`src/include/fcsti_pkg.sv`:
```
// shared constants for the stimulus injector and measurement control
package fcsti_pkg;
  // timing
  localparam int unsigned CLK_HZ      = 250_000_000;
  localparam int unsigned BASE_PER_S  = 1;
  localparam int unsigned SEC_CYCLES  = CLK_HZ * BASE_PER_S;
  localparam logic [3:0]  BURST10_SEC = 4'h9;
  localparam logic [31:0] MEM_BYTES   = 32'h0400_0000;
  // register offsets
  localparam logic [7:0] REG_CTRL  = 8'h00;
  localparam logic [7:0] REG_BURST = 8'h04;
  localparam logic [7:0] REG_TXDEV = 8'h08;
  localparam logic [7:0] REG_MCFG  = 8'h0c;
  localparam logic [7:0] REG_TSTA  = 8'h10;
  localparam logic [7:0] REG_TSTO  = 8'h14;
  localparam logic [7:0] REG_DUR   = 8'h18;
  localparam logic [7:0] REG_CMD   = 8'h1c;
  localparam logic [7:0] REG_STAT  = 8'h20;
  localparam logic [7:0] REG_FILL  = 8'h24;
  localparam logic [7:0] REG_EST   = 8'h28;
  localparam logic [7:0] REG_ELAP  = 8'h2c;
  // field positions
  localparam int CMD_INSERT = 0;
  localparam int CMD_START  = 1;
  localparam int CMD_STOP   = 2;
  localparam int ST_FULL    = 2;
  // reset values
  localparam logic [11:0] CTRL_RST  = 12'h000;
  localparam logic [15:0] BURST_RST = 16'h0001;
  localparam logic [8:0]  MCFG_RST  = 9'h002;
  // alarm codes
  localparam logic [2:0] AL_NONE = 3'h0;
  localparam logic [2:0] AL_LR   = 3'h1;
  localparam logic [2:0] AL_LRR  = 3'h2;
  localparam logic [2:0] AL_NOS  = 3'h3;
  localparam logic [2:0] AL_OLS  = 3'h4;
  localparam logic [2:0] AL_RRDY = 3'h5;
  // error types
  localparam logic [2:0] ER_NONE = 3'h0;
  localparam logic [2:0] ER_BIT  = 3'h1;
  localparam logic [2:0] ER_SYM  = 3'h2;
  localparam logic [2:0] ER_RRDY = 3'h3;
  localparam logic [2:0] ER_CRC  = 3'h4;
  localparam logic [2:0] ER_BLK  = 3'h5;
  // insertion modes
  localparam logic [3:0] IM_OFF   = 4'h0;
  localparam logic [3:0] IM_MAN   = 4'h1;
  localparam logic [3:0] IM_SEC   = 4'h2;
  localparam logic [3:0] IM_SEC10 = 4'h3;
  localparam logic [3:0] IM_RATE2 = 4'h4;
  localparam logic [3:0] IM_RATE7 = 4'h9;
  // stop functions
  localparam logic [1:0] SF_MAN = 2'h0;
  localparam logic [1:0] SF_AT  = 2'h1;
  localparam logic [1:0] SF_DUR = 2'h2;
  // ordered sets, first character in the top byte
  localparam logic [31:0] OS_LR   = 32'hbc49bf49;
  localparam logic [31:0] OS_LRR  = 32'hbc35bf49;
  localparam logic [31:0] OS_NOS  = 32'hbc55bf45;
  localparam logic [31:0] OS_OLS  = 32'hbc358a55;
  localparam logic [31:0] OS_RRDY = 32'hbc954a4a;
  localparam logic [3:0]  OS_K    = 4'h8;
  localparam logic [9:0]  BAD_CODE = 10'h000;
  typedef enum logic [1:0] {MS_IDLE, MS_ARMED, MS_RUN} fcsti_meas_t;
  // words between bursts in the rate modes
  function automatic logic [31:0] fcsti_rate_period(input logic [3:0] m);
    case (m)
      4'h4: fcsti_rate_period = 32'd100;
      4'h5: fcsti_rate_period = 32'd1000;
      4'h6: fcsti_rate_period = 32'd10000;
      4'h7: fcsti_rate_period = 32'd100000;
      4'h8: fcsti_rate_period = 32'd1000000;
      default: fcsti_rate_period = 32'd10000000;
    endcase
  endfunction
  // interval length in seconds, zero for no intervals
  function automatic logic [15:0] fcsti_ivl_sec(input logic [4:0] c);
    case (c)
      5'h00: fcsti_ivl_sec = 16'd1;
      5'h01: fcsti_ivl_sec = 16'd2;
      5'h02: fcsti_ivl_sec = 16'd5;
      5'h03: fcsti_ivl_sec = 16'd10;
      5'h04: fcsti_ivl_sec = 16'd15;
      5'h05: fcsti_ivl_sec = 16'd30;
      5'h06: fcsti_ivl_sec = 16'd60;
      5'h07: fcsti_ivl_sec = 16'd300;
      5'h08: fcsti_ivl_sec = 16'd600;
      5'h09: fcsti_ivl_sec = 16'd900;
      5'h0a: fcsti_ivl_sec = 16'd1800;
      5'h0b: fcsti_ivl_sec = 16'd3600;
      5'h0c: fcsti_ivl_sec = 16'd7200;
      5'h0d: fcsti_ivl_sec = 16'd14400;
      5'h0e: fcsti_ivl_sec = 16'd21600;
      5'h0f: fcsti_ivl_sec = 16'd43200;
      default: fcsti_ivl_sec = 16'd0;
    endcase
  endfunction
endpackage

```
`src/core/fcsti_top.sv`:
```
// transmit stimulus injector and measurement control
`timescale 1ns/1ps
// Summary of operation
// - selected alarm sequence replaces every word while selected; none sends nothing
// - link reset sends K28.5 D9.2 D31.5 D9.2 repeatedly
// - link reset response sends K28.5 D21.1 D31.5 D9.2 repeatedly
// - not operational sends K28.5 D21.2 D31.5 D5.2 repeatedly
// - offline sends K28.5 D21.1 D10.4 D21.2 repeatedly
// - bit error flips one payload bit of a frame
// - symbol error forces an undecodable code group; not in 64b/66b modes
// - receiver ready error sends one R_RDY ordered set per insertion
// - crc error flips one crc bit; not with header-only framing
// - block error corrupts one 64b/66b word; only in 64b/66b modes
// - insertion off means no errors of any type
// - manual insert trigger inserts burst length errors
// - one burst every second in per-second mode
// - one burst every ten seconds in per-ten-second mode
// - rate modes insert bursts at 1E-02 to 1E-07 per transmitted word
// - transmit frequency offset follows the signed deviation setting
// - measurement intervals from the fixed length table or none
// - measurement starts on command or at configured start time
// - measurement ends on stop, at stop time, or after duration
// - full result memory stops measurement or holds at full and logs an event
// - time-to-full estimate recalculated periodically while running
module fcsti_top
  import fcsti_pkg::*;
#(
  parameter int unsigned P_SEC_CYCLES = SEC_CYCLES
) (
  // clock and reset
  input  wire logic        i_core_clk,
  input  wire logic        i_reset_n,
  // register port
  input  wire logic [7:0]  i_addr,
  input  wire logic [31:0] i_wdata,
  input  wire logic        i_wr,
  input  wire logic        i_rd,
  output logic      [31:0] o_rdata,
  // transmit stream in
  input  wire logic [31:0] i_tx_data,
  input  wire logic [3:0]  i_tx_k,
  input  wire logic        i_tx_valid,
  input  wire logic        i_tx_payload,
  input  wire logic        i_tx_crc,
  input  wire logic        i_tx_idle,
  // transmit stream out
  output logic      [31:0] o_tx_data,
  output logic      [3:0]  o_tx_k,
  output logic             o_tx_valid,
  output logic             o_tx_sym_err,
  output logic             o_tx_blk_err,
  output logic      [15:0] o_tx_freq_dev,
  // measurement
  input  wire logic [31:0] i_now_sec,
  input  wire logic        i_rec_wr,
  input  wire logic [15:0] i_rec_bytes,
  output logic             o_meas_running,
  output logic             o_interval_tick,
  output logic             o_mem_full_evt
);
  initial begin
    if (P_SEC_CYCLES < 2) $error("fcsti_top second length too short");
  end

  logic [11:0] ctrl_r;
  logic [15:0] burst_r, txdev_r;
  logic [8:0]  mcfg_r;
  logic [31:0] tsta_r, tsto_r, dur_r;
  logic [31:0] sec_cnt_r, rate_cnt_r, fill_r, elap_r, est_r, secb_r;
  logic [3:0]  sec10_r;
  logic [15:0] ivl_cnt_r;
  logic [16:0] pend_r, pend_nxt;
  logic        sec_tick, full_r, est_go;
  fcsti_meas_t ms_r, ms_nxt;
  logic [31:0] os_word, quot;
  logic        div_done;

  logic [2:0] alarm, etype;
  logic [3:0] imode;
  logic       m64, hdr_only, wr_cmd, cmd_ins, cmd_sta, cmd_sto;
  assign alarm    = ctrl_r[2:0];
  assign etype    = ctrl_r[5:3];
  assign imode    = ctrl_r[9:6];
  assign m64      = ctrl_r[10];
  assign hdr_only = ctrl_r[11];
  assign wr_cmd   = i_wr && (i_addr == REG_CMD);
  assign cmd_ins  = wr_cmd && i_wdata[CMD_INSERT];
  assign cmd_sta  = wr_cmd && i_wdata[CMD_START];
  assign cmd_sto  = wr_cmd && i_wdata[CMD_STOP];

  // configuration registers
  always_ff @(posedge i_core_clk) begin
    if (!i_reset_n) begin
      ctrl_r  <= CTRL_RST;
      burst_r <= BURST_RST;
      txdev_r <= 16'h0000;
      mcfg_r  <= MCFG_RST;
      tsta_r  <= 32'h0000_0000;
      tsto_r  <= 32'h0000_0000;
      dur_r   <= 32'h0000_0000;
    end else if (i_wr) begin
      case (i_addr)
        REG_CTRL:  ctrl_r  <= i_wdata[11:0];
        REG_BURST: burst_r <= i_wdata[15:0];
        REG_TXDEV: txdev_r <= i_wdata[15:0];
        REG_MCFG:  mcfg_r  <= i_wdata[8:0];
        REG_TSTA:  tsta_r  <= i_wdata;
        REG_TSTO:  tsto_r  <= i_wdata;
        REG_DUR:   dur_r   <= i_wdata;
        default: ;
      endcase
    end
  end
  assign o_tx_freq_dev = txdev_r;

  // read port
  always_ff @(posedge i_core_clk) begin
    if (!i_reset_n) begin
      o_rdata <= 32'h0000_0000;
    end else if (i_rd) begin
      case (i_addr)
        REG_CTRL:  o_rdata <= {20'h00000, ctrl_r};
        REG_BURST: o_rdata <= {16'h0000, burst_r};
        REG_TXDEV: o_rdata <= {16'h0000, txdev_r};
        REG_MCFG:  o_rdata <= {23'h000000, mcfg_r};
        REG_TSTA:  o_rdata <= tsta_r;
        REG_TSTO:  o_rdata <= tsto_r;
        REG_DUR:   o_rdata <= dur_r;
        REG_STAT:  o_rdata <= {29'h0, full_r, pend_r != 17'h0, ms_r == MS_RUN};
        REG_FILL:  o_rdata <= fill_r;
        REG_EST:   o_rdata <= est_r;
        REG_ELAP:  o_rdata <= elap_r;
        default:   o_rdata <= 32'h0000_0000;
      endcase
    end else begin
      o_rdata <= 32'h0000_0000;
    end
  end

  // one-second base tick
  always_ff @(posedge i_core_clk) begin
    if (!i_reset_n) begin
      sec_cnt_r <= 32'h0000_0000;
    end else if (sec_cnt_r == 32'(P_SEC_CYCLES - 1)) begin
      sec_cnt_r <= 32'h0000_0000;
    end else begin
      sec_cnt_r <= sec_cnt_r + 32'h1;
    end
  end
  assign sec_tick = (sec_cnt_r == 32'(P_SEC_CYCLES - 1));

  always_ff @(posedge i_core_clk) begin
    if (!i_reset_n) begin
      sec10_r <= 4'h0;
    end else if (sec_tick) begin
      sec10_r <= (sec10_r == BURST10_SEC) ? 4'h0 : sec10_r + 4'h1;
    end
  end

  // insertion engine
  logic rate_mode, rate_hit, type_ok, trig, elig, use_err;
  assign rate_mode = (imode >= IM_RATE2) && (imode <= IM_RATE7);
  assign rate_hit  = rate_mode && i_tx_valid
                     && (rate_cnt_r == fcsti_rate_period(imode) - 32'h1);
  assign type_ok = (etype != ER_NONE)
                   && !(etype == ER_SYM && m64)
                   && !(etype == ER_CRC && hdr_only)
                   && !(etype == ER_BLK && !m64);
  always_comb begin
    case (imode)
      IM_MAN:   trig = cmd_ins;
      IM_SEC:   trig = sec_tick;
      IM_SEC10: trig = sec_tick && (sec10_r == BURST10_SEC);
      default:  trig = rate_hit;
    endcase
  end
  always_comb begin
    case (etype)
      ER_BIT:  elig = i_tx_payload;
      ER_CRC:  elig = i_tx_crc;
      ER_RRDY: elig = i_tx_idle;
      default: elig = 1'b1;
    endcase
  end
  assign use_err = i_tx_valid && elig && type_ok && |pend_r && |imode && (alarm == AL_NONE);

  always_ff @(posedge i_core_clk) begin
    if (!i_reset_n || !rate_mode) begin
      rate_cnt_r <= 32'h0000_0000;
    end else if (rate_hit) begin
      rate_cnt_r <= 32'h0000_0000;
    end else if (i_tx_valid) begin
      rate_cnt_r <= rate_cnt_r + 32'h1;
    end
  end

  always_comb begin
    pend_nxt = pend_r - {16'h0, use_err};
    if (trig) begin
      pend_nxt = pend_nxt + {1'b0, burst_r};
    end
    if (imode == IM_OFF || !type_ok) begin
      pend_nxt = 17'h0;
    end
  end
  always_ff @(posedge i_core_clk) begin
    if (!i_reset_n) begin
      pend_r <= 17'h0;
    end else begin
      pend_r <= pend_nxt;
    end
  end

  // word substitution stage
  fcsti_oset_rom u_rom (
    .i_sel  ((alarm != AL_NONE) ? alarm : AL_RRDY),
    .o_word (os_word)
  );
  always_ff @(posedge i_core_clk) begin
    if (!i_reset_n) begin
      o_tx_data    <= 32'h0000_0000;
      o_tx_k       <= 4'h0;
      o_tx_valid   <= 1'b0;
      o_tx_sym_err <= 1'b0;
      o_tx_blk_err <= 1'b0;
    end else begin
      o_tx_valid   <= i_tx_valid;
      o_tx_data    <= i_tx_data;
      o_tx_k       <= i_tx_k;
      o_tx_sym_err <= 1'b0;
      o_tx_blk_err <= 1'b0;
      if (alarm != AL_NONE && alarm != AL_RRDY) begin
        o_tx_data <= os_word;
        o_tx_k    <= OS_K;
      end else if (use_err) begin
        case (etype)
          ER_BIT, ER_CRC: o_tx_data <= i_tx_data ^ 32'h0000_0001;
          ER_RRDY: begin
            o_tx_data <= os_word;
            o_tx_k    <= OS_K;
          end
          ER_SYM:  o_tx_sym_err <= 1'b1;
          ER_BLK:  o_tx_blk_err <= 1'b1;
          default: ;
        endcase
      end
    end
  end

  // measurement state
  logic mem_stop;
  assign mem_stop = full_r && !mcfg_r[8];
  always_comb begin
    ms_nxt = ms_r;
    case (ms_r)
      MS_IDLE:  if (cmd_sta) ms_nxt = mcfg_r[5] ? MS_ARMED : MS_RUN;
      MS_ARMED: begin
        if (cmd_sto) ms_nxt = MS_IDLE;
        else if (i_now_sec >= tsta_r) ms_nxt = MS_RUN;
      end
      MS_RUN: begin
        if (cmd_sto) ms_nxt = MS_IDLE;
        else if (mcfg_r[7:6] == SF_AT && i_now_sec >= tsto_r) ms_nxt = MS_IDLE;
        else if (mcfg_r[7:6] == SF_DUR && elap_r >= dur_r) ms_nxt = MS_IDLE;
        else if (mem_stop) ms_nxt = MS_IDLE;
      end
      default: ms_nxt = MS_IDLE;
    endcase
  end
  always_ff @(posedge i_core_clk) begin
    if (!i_reset_n) begin
      ms_r <= MS_IDLE;
    end else begin
      ms_r <= ms_nxt;
    end
  end
  assign o_meas_running = (ms_r == MS_RUN);

  // elapsed seconds and intervals
  logic [15:0] ivl_len;
  assign ivl_len = fcsti_ivl_sec(mcfg_r[4:0]);
  always_ff @(posedge i_core_clk) begin
    if (!i_reset_n || ms_r != MS_RUN) begin
      elap_r          <= 32'h0000_0000;
      ivl_cnt_r       <= 16'h0000;
      o_interval_tick <= 1'b0;
    end else begin
      o_interval_tick <= 1'b0;
      if (sec_tick) begin
        elap_r <= elap_r + 32'h1;
        if (ivl_len != 16'h0000 && ivl_cnt_r == ivl_len - 16'h1) begin
          ivl_cnt_r       <= 16'h0000;
          o_interval_tick <= 1'b1;
        end else begin
          ivl_cnt_r <= ivl_cnt_r + 16'h1;
        end
      end
    end
  end

  // result memory fill
  logic [31:0] fill_sum;
  logic        stat_clr;
  assign fill_sum = fill_r + {16'h0000, i_rec_bytes};
  assign stat_clr = i_wr && (i_addr == REG_STAT) && i_wdata[ST_FULL];
  always_ff @(posedge i_core_clk) begin
    if (!i_reset_n) begin
      fill_r         <= 32'h0000_0000;
      full_r         <= 1'b0;
      o_mem_full_evt <= 1'b0;
    end else begin
      o_mem_full_evt <= 1'b0;
      if (cmd_sta && ms_r == MS_IDLE) begin
        fill_r <= 32'h0000_0000;
      end else if (ms_r == MS_RUN && i_rec_wr) begin
        if (fill_sum >= MEM_BYTES) begin
          fill_r <= MEM_BYTES;
          if (fill_r != MEM_BYTES) o_mem_full_evt <= 1'b1;
        end else begin
          fill_r <= fill_sum;
        end
      end
      if (ms_r == MS_RUN && i_rec_wr && fill_sum >= MEM_BYTES && fill_r != MEM_BYTES) begin
        full_r <= 1'b1;
      end else if (stat_clr || (cmd_sta && ms_r == MS_IDLE)) begin
        full_r <= 1'b0;
      end
    end
  end

  // time-to-full estimate
  always_ff @(posedge i_core_clk) begin
    if (!i_reset_n || ms_r != MS_RUN) begin
      secb_r <= 32'h0000_0000;
    end else if (sec_tick) begin
      secb_r <= i_rec_wr ? {16'h0000, i_rec_bytes} : 32'h0000_0000;
    end else if (i_rec_wr) begin
      secb_r <= secb_r + {16'h0000, i_rec_bytes};
    end
  end
  assign est_go = o_meas_running && sec_tick && (secb_r != 32'h0);
  fcsti_div #(.W(32)) u_div (
    .i_core_clk (i_core_clk),
    .i_reset_n  (i_reset_n),
    .i_start    (est_go),
    .i_num      (MEM_BYTES - fill_r),
    .i_den      (secb_r),
    .o_done     (div_done),
    .o_quot     (quot)
  );
  always_ff @(posedge i_core_clk) begin
    if (!i_reset_n) begin
      est_r <= 32'hffff_ffff;
    end else if (div_done) begin
      est_r <= quot;
    end
  end

  // checks
  a_alarm_word: assert property (@(posedge i_core_clk) disable iff (!i_reset_n)
    (alarm == AL_LR) && $stable(ctrl_r) |=> (o_tx_data == OS_LR) && (o_tx_k == OS_K))
    else $error("link reset word wrong");
  a_off_clean: assert property (@(posedge i_core_clk) disable iff (!i_reset_n)
    (imode == IM_OFF) && $past(imode == IM_OFF) |-> !use_err)
    else $error("error inserted while off");
  a_sym_64b: assert property (@(posedge i_core_clk) disable iff (!i_reset_n)
    m64 && $past(m64) |=> !o_tx_sym_err)
    else $error("symbol error in 64b/66b mode");
  a_blk_only64: assert property (@(posedge i_core_clk) disable iff (!i_reset_n)
    !m64 && $past(!m64) |=> !o_tx_blk_err)
    else $error("block error outside 64b/66b mode");
  a_crc_hdr: assert property (@(posedge i_core_clk) disable iff (!i_reset_n)
    (etype == ER_CRC) && hdr_only |=> (o_tx_data == $past(i_tx_data)) || ($past(alarm) != AL_NONE))
    else $error("crc corrupted with header-only framing");
  a_man_burst: assert property (@(posedge i_core_clk) disable iff (!i_reset_n)
    (imode == IM_MAN) && type_ok && cmd_ins && (pend_r == 17'h0) && !use_err
    && $stable(ctrl_r) |=> pend_r == {1'b0, $past(burst_r)})
    else $error("manual burst count wrong");
  a_stop_cmd: assert property (@(posedge i_core_clk) disable iff (!i_reset_n)
    (ms_r == MS_RUN) && cmd_sto |=> !o_meas_running ##1 !o_meas_running)
    else $error("stop command ignored");
  a_start_now: assert property (@(posedge i_core_clk) disable iff (!i_reset_n)
    (ms_r == MS_IDLE) && cmd_sta && !mcfg_r[5] |=> o_meas_running)
    else $error("immediate start missed");
  a_full_stop: assert property (@(posedge i_core_clk) disable iff (!i_reset_n)
    o_mem_full_evt && !mcfg_r[8] && !cmd_sta |=> !o_meas_running)
    else $error("full memory did not stop measurement");
  a_rrdy_word: assert property (@(posedge i_core_clk) disable iff (!i_reset_n)
    use_err && (etype == ER_RRDY) |=> (o_tx_data == OS_RRDY) && (o_tx_k == OS_K))
    else $error("receiver ready word wrong");
endmodule // fcsti_top

```
`src/core/fcsti_oset_rom.sv`:
```
// ordered set lookup for alarms and receiver ready
`timescale 1ns/1ps
module fcsti_oset_rom
  import fcsti_pkg::*;
(
  // select
  input  wire logic [2:0]  i_sel,
  // word
  output logic      [31:0] o_word
);
  always_comb begin
    case (i_sel)
      AL_LR:   o_word = OS_LR;
      AL_LRR:  o_word = OS_LRR;
      AL_NOS:  o_word = OS_NOS;
      AL_OLS:  o_word = OS_OLS;
      AL_RRDY: o_word = OS_RRDY;
      default: o_word = 32'h0000_0000;
    endcase
  end
endmodule // fcsti_oset_rom

```
`src/core/fcsti_div.sv`:
```
// serial restoring divider for the time estimate
`timescale 1ns/1ps
module fcsti_div #(
  parameter int W = 32
) (
  // clock and reset
  input  wire logic         i_core_clk,
  input  wire logic         i_reset_n,
  // request
  input  wire logic         i_start,
  input  wire logic [W-1:0] i_num,
  input  wire logic [W-1:0] i_den,
  // answer
  output logic              o_done,
  output logic      [W-1:0] o_quot
);
  logic [W-1:0] rem_r, quo_r, den_r;
  logic [5:0]   cnt_r;
  logic [W:0]   trial;
  initial begin
    if (W < 2 || W > 32) $error("fcsti_div width out of range");
  end
  assign trial = {rem_r, quo_r[W-1]} - {1'b0, den_r};
  always_ff @(posedge i_core_clk) begin
    if (!i_reset_n) begin
      rem_r  <= '0;
      quo_r  <= '0;
      den_r  <= '0;
      cnt_r  <= 6'h00;
      o_done <= 1'b0;
      o_quot <= '0;
    end else begin
      o_done <= 1'b0;
      if (i_start) begin
        rem_r <= '0;
        quo_r <= i_num;
        den_r <= i_den;
        cnt_r <= 6'(W);
      end else if (cnt_r != 6'h00) begin
        cnt_r <= cnt_r - 6'h01;
        if (!trial[W]) begin
          rem_r <= trial[W-1:0];
          quo_r <= {quo_r[W-2:0], 1'b1};
        end else begin
          rem_r <= {rem_r[W-2:0], quo_r[W-1]};
          quo_r <= {quo_r[W-2:0], 1'b0};
        end
        if (cnt_r == 6'h01) begin
          o_done <= 1'b1;
          o_quot <= trial[W] ? {quo_r[W-2:0], 1'b0} : {quo_r[W-2:0], 1'b1};
        end
      end
    end
  end
endmodule // fcsti_div

```
`config.mk`:
```
export PLATFORM = sky130hd
export DESIGN_NAME = fcsti_top
export DESIGN_NICKNAME = d
export VERILOG_FILES = /design/src/include/fcsti_pkg.sv /design/src/core/fcsti_top.sv /design/src/core/fcsti_oset_rom.sv /design/src/core/fcsti_div.sv
export SDC_FILE = /design/constraint.sdc
export NUM_CORES = 2
export LEC_CHECK = 0
export BUFFER_PORTS_ARGS = -buffer_cell sky130_fd_sc_hd__buf_2
export CORE_AREA = 2 2 233 235
export CTS_CLUSTER_DIAMETER = 60
export DETAILED_ROUTE_END_ITERATION = 8
export DIE_AREA = 0 0 235 237
export PLACE_DENSITY = 0.8
export RECOVER_POWER = 100
export SLEW_MARGIN = 10
export SYNTH_ARGS = -nofsm -noshare
export SYNTH_HDL_FRONTEND = slang
export SYNTH_SLANG_ARGS = --single-unit
```
`constraint.sdc`:
```
create_clock -name i_core_clk -period 9.6 [get_ports i_core_clk]
set_clock_uncertainty 0.05 [all_clocks]
set_input_delay 1.44 -clock i_core_clk [delete_from_list [all_inputs] [get_ports i_core_clk]]
set_output_delay 1.44 -clock i_core_clk [all_outputs]
set_load 0.005 [all_outputs]
```
Yosys cells after proc, flatten, opt, wreduce, memory -nomap -nowiden
Memory sizes are Yosys's and may differ from the RTL's. A register that Yosys moved wholly into a read port is not among the register bits.
Cells that the tools add are included.

storage, ports and cells
  register bits after elaboration = 589
  memory bits (read-only) = 256
  bits of input ports = 133
  output and inout bits = 90
  memories = 1

memories
  memory            words  bits a word  rd ports  clocked after Yosys merged registers in  wr ports  line             text
  (name not given)  16     16           1         1                                        0         fcsti_pkg.sv:78  case (c)

operators by class
  add/subtract/negate cells = 14
  magnitude comparators = 6
  equality and inequality tests = 44
  multiplexer cells = 44
  bitwise operators = 8
  reduce and logical (&&, ||, !) cells = 80

operator list
  operator                                                                    count
  32-bit one-hot mux with 11 select lines                                     1
  32-bit two-way mux                                                          8
  32-bit one-hot mux with 5 select lines                                      1
  24-bit one-hot mux with 5 select lines                                      1
  32-bit by 1-bit adder with 32-bit output (second input constant)            3
  32-bit >= comparator                                                        3
  32-bit by 16-bit adder with 32-bit output                                   2
  32-bit one-hot mux with 2 select lines                                      1
  16-bit two-way mux                                                          3
  33-bit by 32-bit subtractor with 33-bit output                              1
  32-bit by 28-bit == test with 1-bit output (second input constant)          1
  32-bit == test                                                              1
  8-bit by 5-bit == test with 1-bit output (second input constant)            4
  8-bit by 6-bit == test with 1-bit output (second input constant)            4
  32-bit by 27-bit >= comparator with 1-bit output (second input constant)    1
  1-bit logical AND                                                           32
  32-bit by 27-bit inequality test with 1-bit output (second input constant)  1
  32-bit nonzero test                                                         1
  27-bit by 32-bit subtractor with 32-bit output (first input constant)       1
  32-bit by 1-bit subtractor with 32-bit output (second input constant)       1
  4-bit two-way mux                                                           6
  17-bit by 16-bit adder with 17-bit output                                   1
  17-bit two-way mux                                                          1
  17-bit nonzero test                                                         1
  other kinds (46)                                                            116

Logic depth before layout (Yosys ltp)
  word-level depth = 13
  mapped depth = 20
  gate-level depth less buffers = 20

By module
Synthesis repeated with hierarchy kept, for this count alone.

unflattened totals
  cell total of the unflattened synthesis = 4,234
  area, all modules = 34,043.9 um2

modules (own cells, without submodules)
  module          times used  cells each  area each (um2)  seq. area each (um2)
  fcsti_top       1           3,235       26,306.5         9,409.0
  fcsti_div       1           959         7,470.9          2,702.6
  fcsti_oset_rom  1           40          266.5            0.0

Worst setup path before layout
No wires, ideal clock.

  kind = input to register
  start = input port i_tx_valid
  end = register pend_r[15]
  library setup time = 71 ps
  arrival = 5,188 ps
  data required time = 9,479 ps
  path slack = 4,290 ps
  stages on the path = 16
  buffers on the path = 1
  cell sequence = clkbuf_1 nand3_1 nor4b_1 ha_1 xor2_1 ha_1 a21o_1 a21oi_1 o21bai_1 a21boi_0 o21ai_0 a2111o_1 a311oi_1 xnor2_1 nand2_1 a21oi_1

on the way
  longest elaborated chain between the ends = 8

ends and longest elaborated chain
  what                                           line              text
  from (decl)                                    fcsti_top.sv:42   input wire logic i_tx_valid,
  1-bit logical AND (5 in a row)                 fcsti_top.sv:185  assign use_err = i_tx_valid && elig && type_ok && |pend_r && |imode && (alarm == AL_NONE);
  17-bit by 1-bit subtractor with 17-bit output  fcsti_top.sv:198  pend_nxt = pend_r - {16'h0, use_err};
  17-bit by 16-bit adder with 17-bit output      fcsti_top.sv:200  pend_nxt = pend_nxt + {1'b0, burst_r};
  17-bit two-way mux (*)                         fcsti_top.sv:199  if (trig) begin
  to (signal assigned)                           fcsti_top.sv:210  pend_r <= pend_nxt;
  to (decl)                                      fcsti_top.sv:72   logic [16:0] pend_r, pend_nxt;

Mark *: on every way between the ends. The rest lies on a longest branch, timed or not.
A chain may end at the register's enable or synchronous reset.

Worst setup path in the final report
  start = register sec_cnt_r[0]
  end = register u_div.o_quot[0]

on the way
  longest elaborated chain between the ends = 5

ends and longest elaborated chain
  what                                        line              text
  from (decl)                                 fcsti_top.sv:69   logic [31:0] sec_cnt_r, rate_cnt_r, fill_r, elap_r, est_r, secb_r;
  from (signal assigned)                      fcsti_top.sv:147  sec_cnt_r <= sec_cnt_r + 32'h1;
  32-bit by 28-bit == test with 1-bit output  fcsti_top.sv:150  assign sec_tick = (sec_cnt_r == 32'(P_SEC_CYCLES - 1));
  1-bit logical AND (2 in a row)              fcsti_top.sv:341  assign est_go = o_meas_running && sec_tick && (secb_r != 32'h0);
  1-bit inverter (no line)                    --
  3-bit AND reduction (no line)               --
  to (signal assigned)                        fcsti_div.sv:50   o_quot <= trial[W] ? {quo_r[W-2:0], 1'b0} : {quo_r[W-2:0], 1'b1};
  to (decl)                                   fcsti_div.sv:15   output logic [W-1:0] o_quot

No other way between the ends.

==> impl_metrics.env <==
export IMPL_outcome="complete, but fails checks"
export IMPL_violations="capacitance limit, slew limit"
export IMPL_antenna_left=0
export IMPL_synthesis_yosys_warnings=0
export IMPL_total_power_uw=6980
export IMPL_highest_signal_layer="met5"
export IMPL_overall_die_height_um=237
export IMPL_mostFrequentLayoutCell="nand2_1"
export IMPL_avgViaCountPerCell=6.11
export IMPL_cp_start_kind="flip-flop"
export IMPL_cts_max_path_buffers=3
export IMPL_synth_seq_cells=605
export IMPL_dpl_worst_slack_ps=3790
export IMPL_clk_transition_reported_paths_ps=60
export IMPL_gr_usage_all_layers_pct=33.1
export IMPL_detail_route_iter0_violations=3151
export IMPL_peakVddDrop_v=0.000176
export IMPL_postCtsResizedCells=0
export IMPL_num_nets_final=4492
export IMPL_detailroute_wirelength_met3_mm=8.80
export IMPL_ys_seq_area_share_pct=37.7
export IMPL_max_transition_margin_pct=-204
export IMPL_detailedPlacementHpwl_mm=67.1
export IMPL_r2r_setup_slack_ps=2790
export IMPL_final_min_period_over_clock_period_pct=71.0
export IMPL_cp_required_ps=9830
export IMPL_final_max_slew_viol_count=479
export IMPL_postLayoutCellArea_mm2=0.0358
export IMPL_drc_errors=0
export IMPL_die_area_mm2=0.0557
export IMPL_detailroute_via_count=30000
export IMPL_core_rowCount=85
export IMPL_timing_hold_violations_final=0
export IMPL_synth_enable_flop_cells=0
export IMPL_layout_area_seq_mm2=0.0121
export IMPL_h_tree_depth=3
export IMPL_count_of_buffers_inserted_at_the_top_level_ports=222
export IMPL_fill_cells=4528
export IMPL_via_count_of_the_first_global_routing_pass=28100
export IMPL_timing_critical_path_mode_cell="nand2_1"
export IMPL_clock_latency_ps=620
export IMPL_crit_chain="ha_1 -> and3_1 -> nand3_1 -> nor3_1 -> nand4_1 -> or2_0 -> clkbuf_1 -> nand2_1 -> buf_4 -> nand2_1 -> a21oi_1"
export IMPL_layout_cells_most_common_list="nand2_1, dfxtp_1, a21oi_1, nor2_1, ha_1"
export IMPL_multiInputGateArea_mm2=0.0186
export IMPL_synthesis_to_finish_area_growth_pct=11.2
export IMPL_endpoint_kind_of_the_worst_setup_timing_path="flip-flop"
export IMPL_maxCapViolations=10
export IMPL_cts_inserted_buffers=69
export IMPL_first_pass_iters=7
export IMPL_cts_root_buffer_cell="clkbuf_16"
export IMPL_worstPathArrival_ps=7040
export IMPL_postLayoutSetupSlackWorst_ps=2790
export IMPL_setup_worst_path_class="flip-flop to flip-flop"
export IMPL_period_minus_slack_ps=6810
export IMPL_routedWlPerCell_um=19.2
export IMPL_crit_start="sec_cnt_r[0]"
export IMPL_netlist_instances=4050
export IMPL_worst_setup_path_endpoint="u_div.o_quot[0]"
export IMPL_cts_sinks=605
export IMPL_report_final_setup_viol=0
export IMPL_yosys_cell_types_count=88
export IMPL_cts_setup_buffers=0
export IMPL_final_layout_size_suffix_gt1_share_pct=7.55
export IMPL_final_setup_tns_ps=0
export IMPL_critical_path_max_fanout=77
export IMPL_postSynth_topFlopCell="dfxtp_1"
export IMPL_initial_core_util_pct=60.3
export IMPL_largest_net_degree_at_the_start_of_global_routing=100
export IMPL_highest_achievable_clock_rate_ghz=0.147
export IMPL_io_pin_count=223
export IMPL_met2WireLength_mm=41.4
export IMPL_die_x_um=235
export IMPL_aggregate_routed_wire_length_mm=94.5
export IMPL_post_synth_cell_area_avg_um2=7.94
export IMPL_power_static_leakage_uw=0.0134
export IMPL_worst_slew_pin_slew_ps=4570
export IMPL_power_density_mw_per_mm2=195
export IMPL_worst_r2r_cell_count=11
export IMPL_grt_first_pass_wirelength_mm=150
export IMPL_synth_cell_area_mm2=0.0322
export IMPL_number_of_antenna_violations_at_the_first_check_in_global_routing=12
export IMPL_critical_path_max_stage_delay_ps=2210
export IMPL_reg_to_reg_startpoint="sec_cnt_r[0]"
export IMPL_r2r_end="u_div.o_quot[0]"
export IMPL_hold_class="flip-flop to flip-flop"
export IMPL_tritoncts="yes"
export IMPL_coreArea_mm2=0.0533
export IMPL_crit_path_max_delay_cell_type="clkbuf_1"
export IMPL_hold_buffers=0
export IMPL_gp_congestion=0.916
export IMPL_met1_routed_wirelength_after_detailed_routing_mm=39.9
export IMPL_async_reset_ff_share_pct=0
export IMPL_dpl_instance_area_mm2=0.0336
export IMPL_globalRoute_totalOverflow=0
export IMPL_grt_setup_unrepaired="no"
export IMPL_mappedNetlistNets=4381
logic make-up after synthesis:
logic type      Yosys count  synth area share [%]
compound gates          949                  18.3
xor+xnor                260                  7.13
fa+ha+maj               201                  7.89
buf+inv                 393                  4.67
flops                   605                  37.7
mux                      68                  2.13
simple gates           1574                  22.2
cell type report:
cell class              instances  area share, %
clock buffers                  97           5.55
inverters                     181           1.92
diodes                          3         0.0210
well taps                     696           2.44
repair buffers                252           3.33
clock inverters                25          0.941
flip-flops and latches        605           33.9
multi-input cells            3052           51.9
critical path: cells and delay by family, from the launching register on:
family | cells | cell delay (ps)
simple gates | 7 | 2960
fa+ha+maj | 1 | 240
flops | 1 | 330
compound gates | 1 | 60
buf+inv | 2 | 2760
stage by stage:
stage | instances | hold slack, ps | utilization (%)
2_1_floorplan | 4050 | 376 | -
3_3_place_gp | 4786 | 389 | 63.1
3_5_place_dp | 4786 | 394 | 63.1
4_1_cts | 4908 | 401 | 67.4
5_1_grt | 4910 | 413 | 67.1
6_report | 4911 | 400 | 67.1
worst min path at each step:
stage / start / to / slack (ps) / depth (start not counted)
6_report: u_div.den_r[8] / u_div.den_r[8] / 400 / 2
3_5_place_dp: u_div.den_r[15] / u_div.den_r[15] / 390 / 2
5_1_grt: u_div.den_r[25] / u_div.den_r[25] / 410 / 2
3_3_place_gp: u_div.den_r[2] / u_div.den_r[2] / 390 / 2
2_1_floorplan: sec_cnt_r[0] / sec_cnt_r[0] / 380 / 1
4_1_cts: u_div.den_r[15] / u_div.den_r[15] / 400 / 2
synthesized netlist by cell type, types with 6 or more instances:
| cell | count | area, um^2 |
|---|---|---|
| xor2_1 | 128 | 1120 |
| a311oi_1 | 6 | 52.6 |
| nand4_1 | 50 | 313 |
| a31oi_1 | 42 | 263 |
| a211oi_1 | 32 | 240 |
| clkbuf_1 | 183 | 687 |
| and4_1 | 9 | 78.8 |
| nor3_1 | 64 | 320 |
| or2_2 | 6 | 37.5 |
| nand3_1 | 108 | 541 |
| a21o_1 | 58 | 435 |
| o21ai_1 | 12 | 60.1 |
| inv_1 | 179 | 672 |
| dfxtp_1 | 605 | 12100 |
| o21ai_0 | 148 | 741 |
| nand3b_1 | 11 | 82.6 |
| ha_1 | 194 | 2430 |
| or4_1 | 9 | 67.6 |
| buf_1 | 14 | 52.6 |
| or3_1 | 29 | 181 |
| xnor2_1 | 130 | 1140 |
| a21oi_1 | 386 | 1930 |
| o21a_1 | 25 | 188 |
| and2_1 | 22 | 138 |
| o31ai_1 | 14 | 105 |
| o211ai_1 | 10 | 75.1 |
| nor4b_1 | 10 | 87.6 |
| nor3b_1 | 9 | 67.6 |
| buf_2 | 13 | 65.1 |
| nor2_1 | 358 | 1340 |
| nor2b_1 | 33 | 206 |
| and3_1 | 62 | 388 |
| a22o_1 | 23 | 201 |
| o22ai_1 | 7 | 43.8 |
| nand2b_1 | 27 | 169 |
| a221oi_1 | 29 | 254 |
| a22oi_1 | 90 | 676 |
| nand2_1 | 709 | 2660 |
| o21bai_1 | 12 | 90.1 |
| mux2i_1 | 64 | 641 |
| nor4_1 | 30 | 188 |
per-layer routing:
layer  vias up  global-route usage (%)
met2      1323                    52.0
li1      14300                       -
met3       304                    7.09
met4        20                    14.0
met1     14000                    44.0
met5         -                       0
power by group:
group          switching (uW)  internal, uW  total, uW
Clock                    1090          1640       2720
Combinational             964           605       1570
Sequential               79.7          2610       2690
Total                    2130          4850       6980
(Power assumes the default switching activity.)
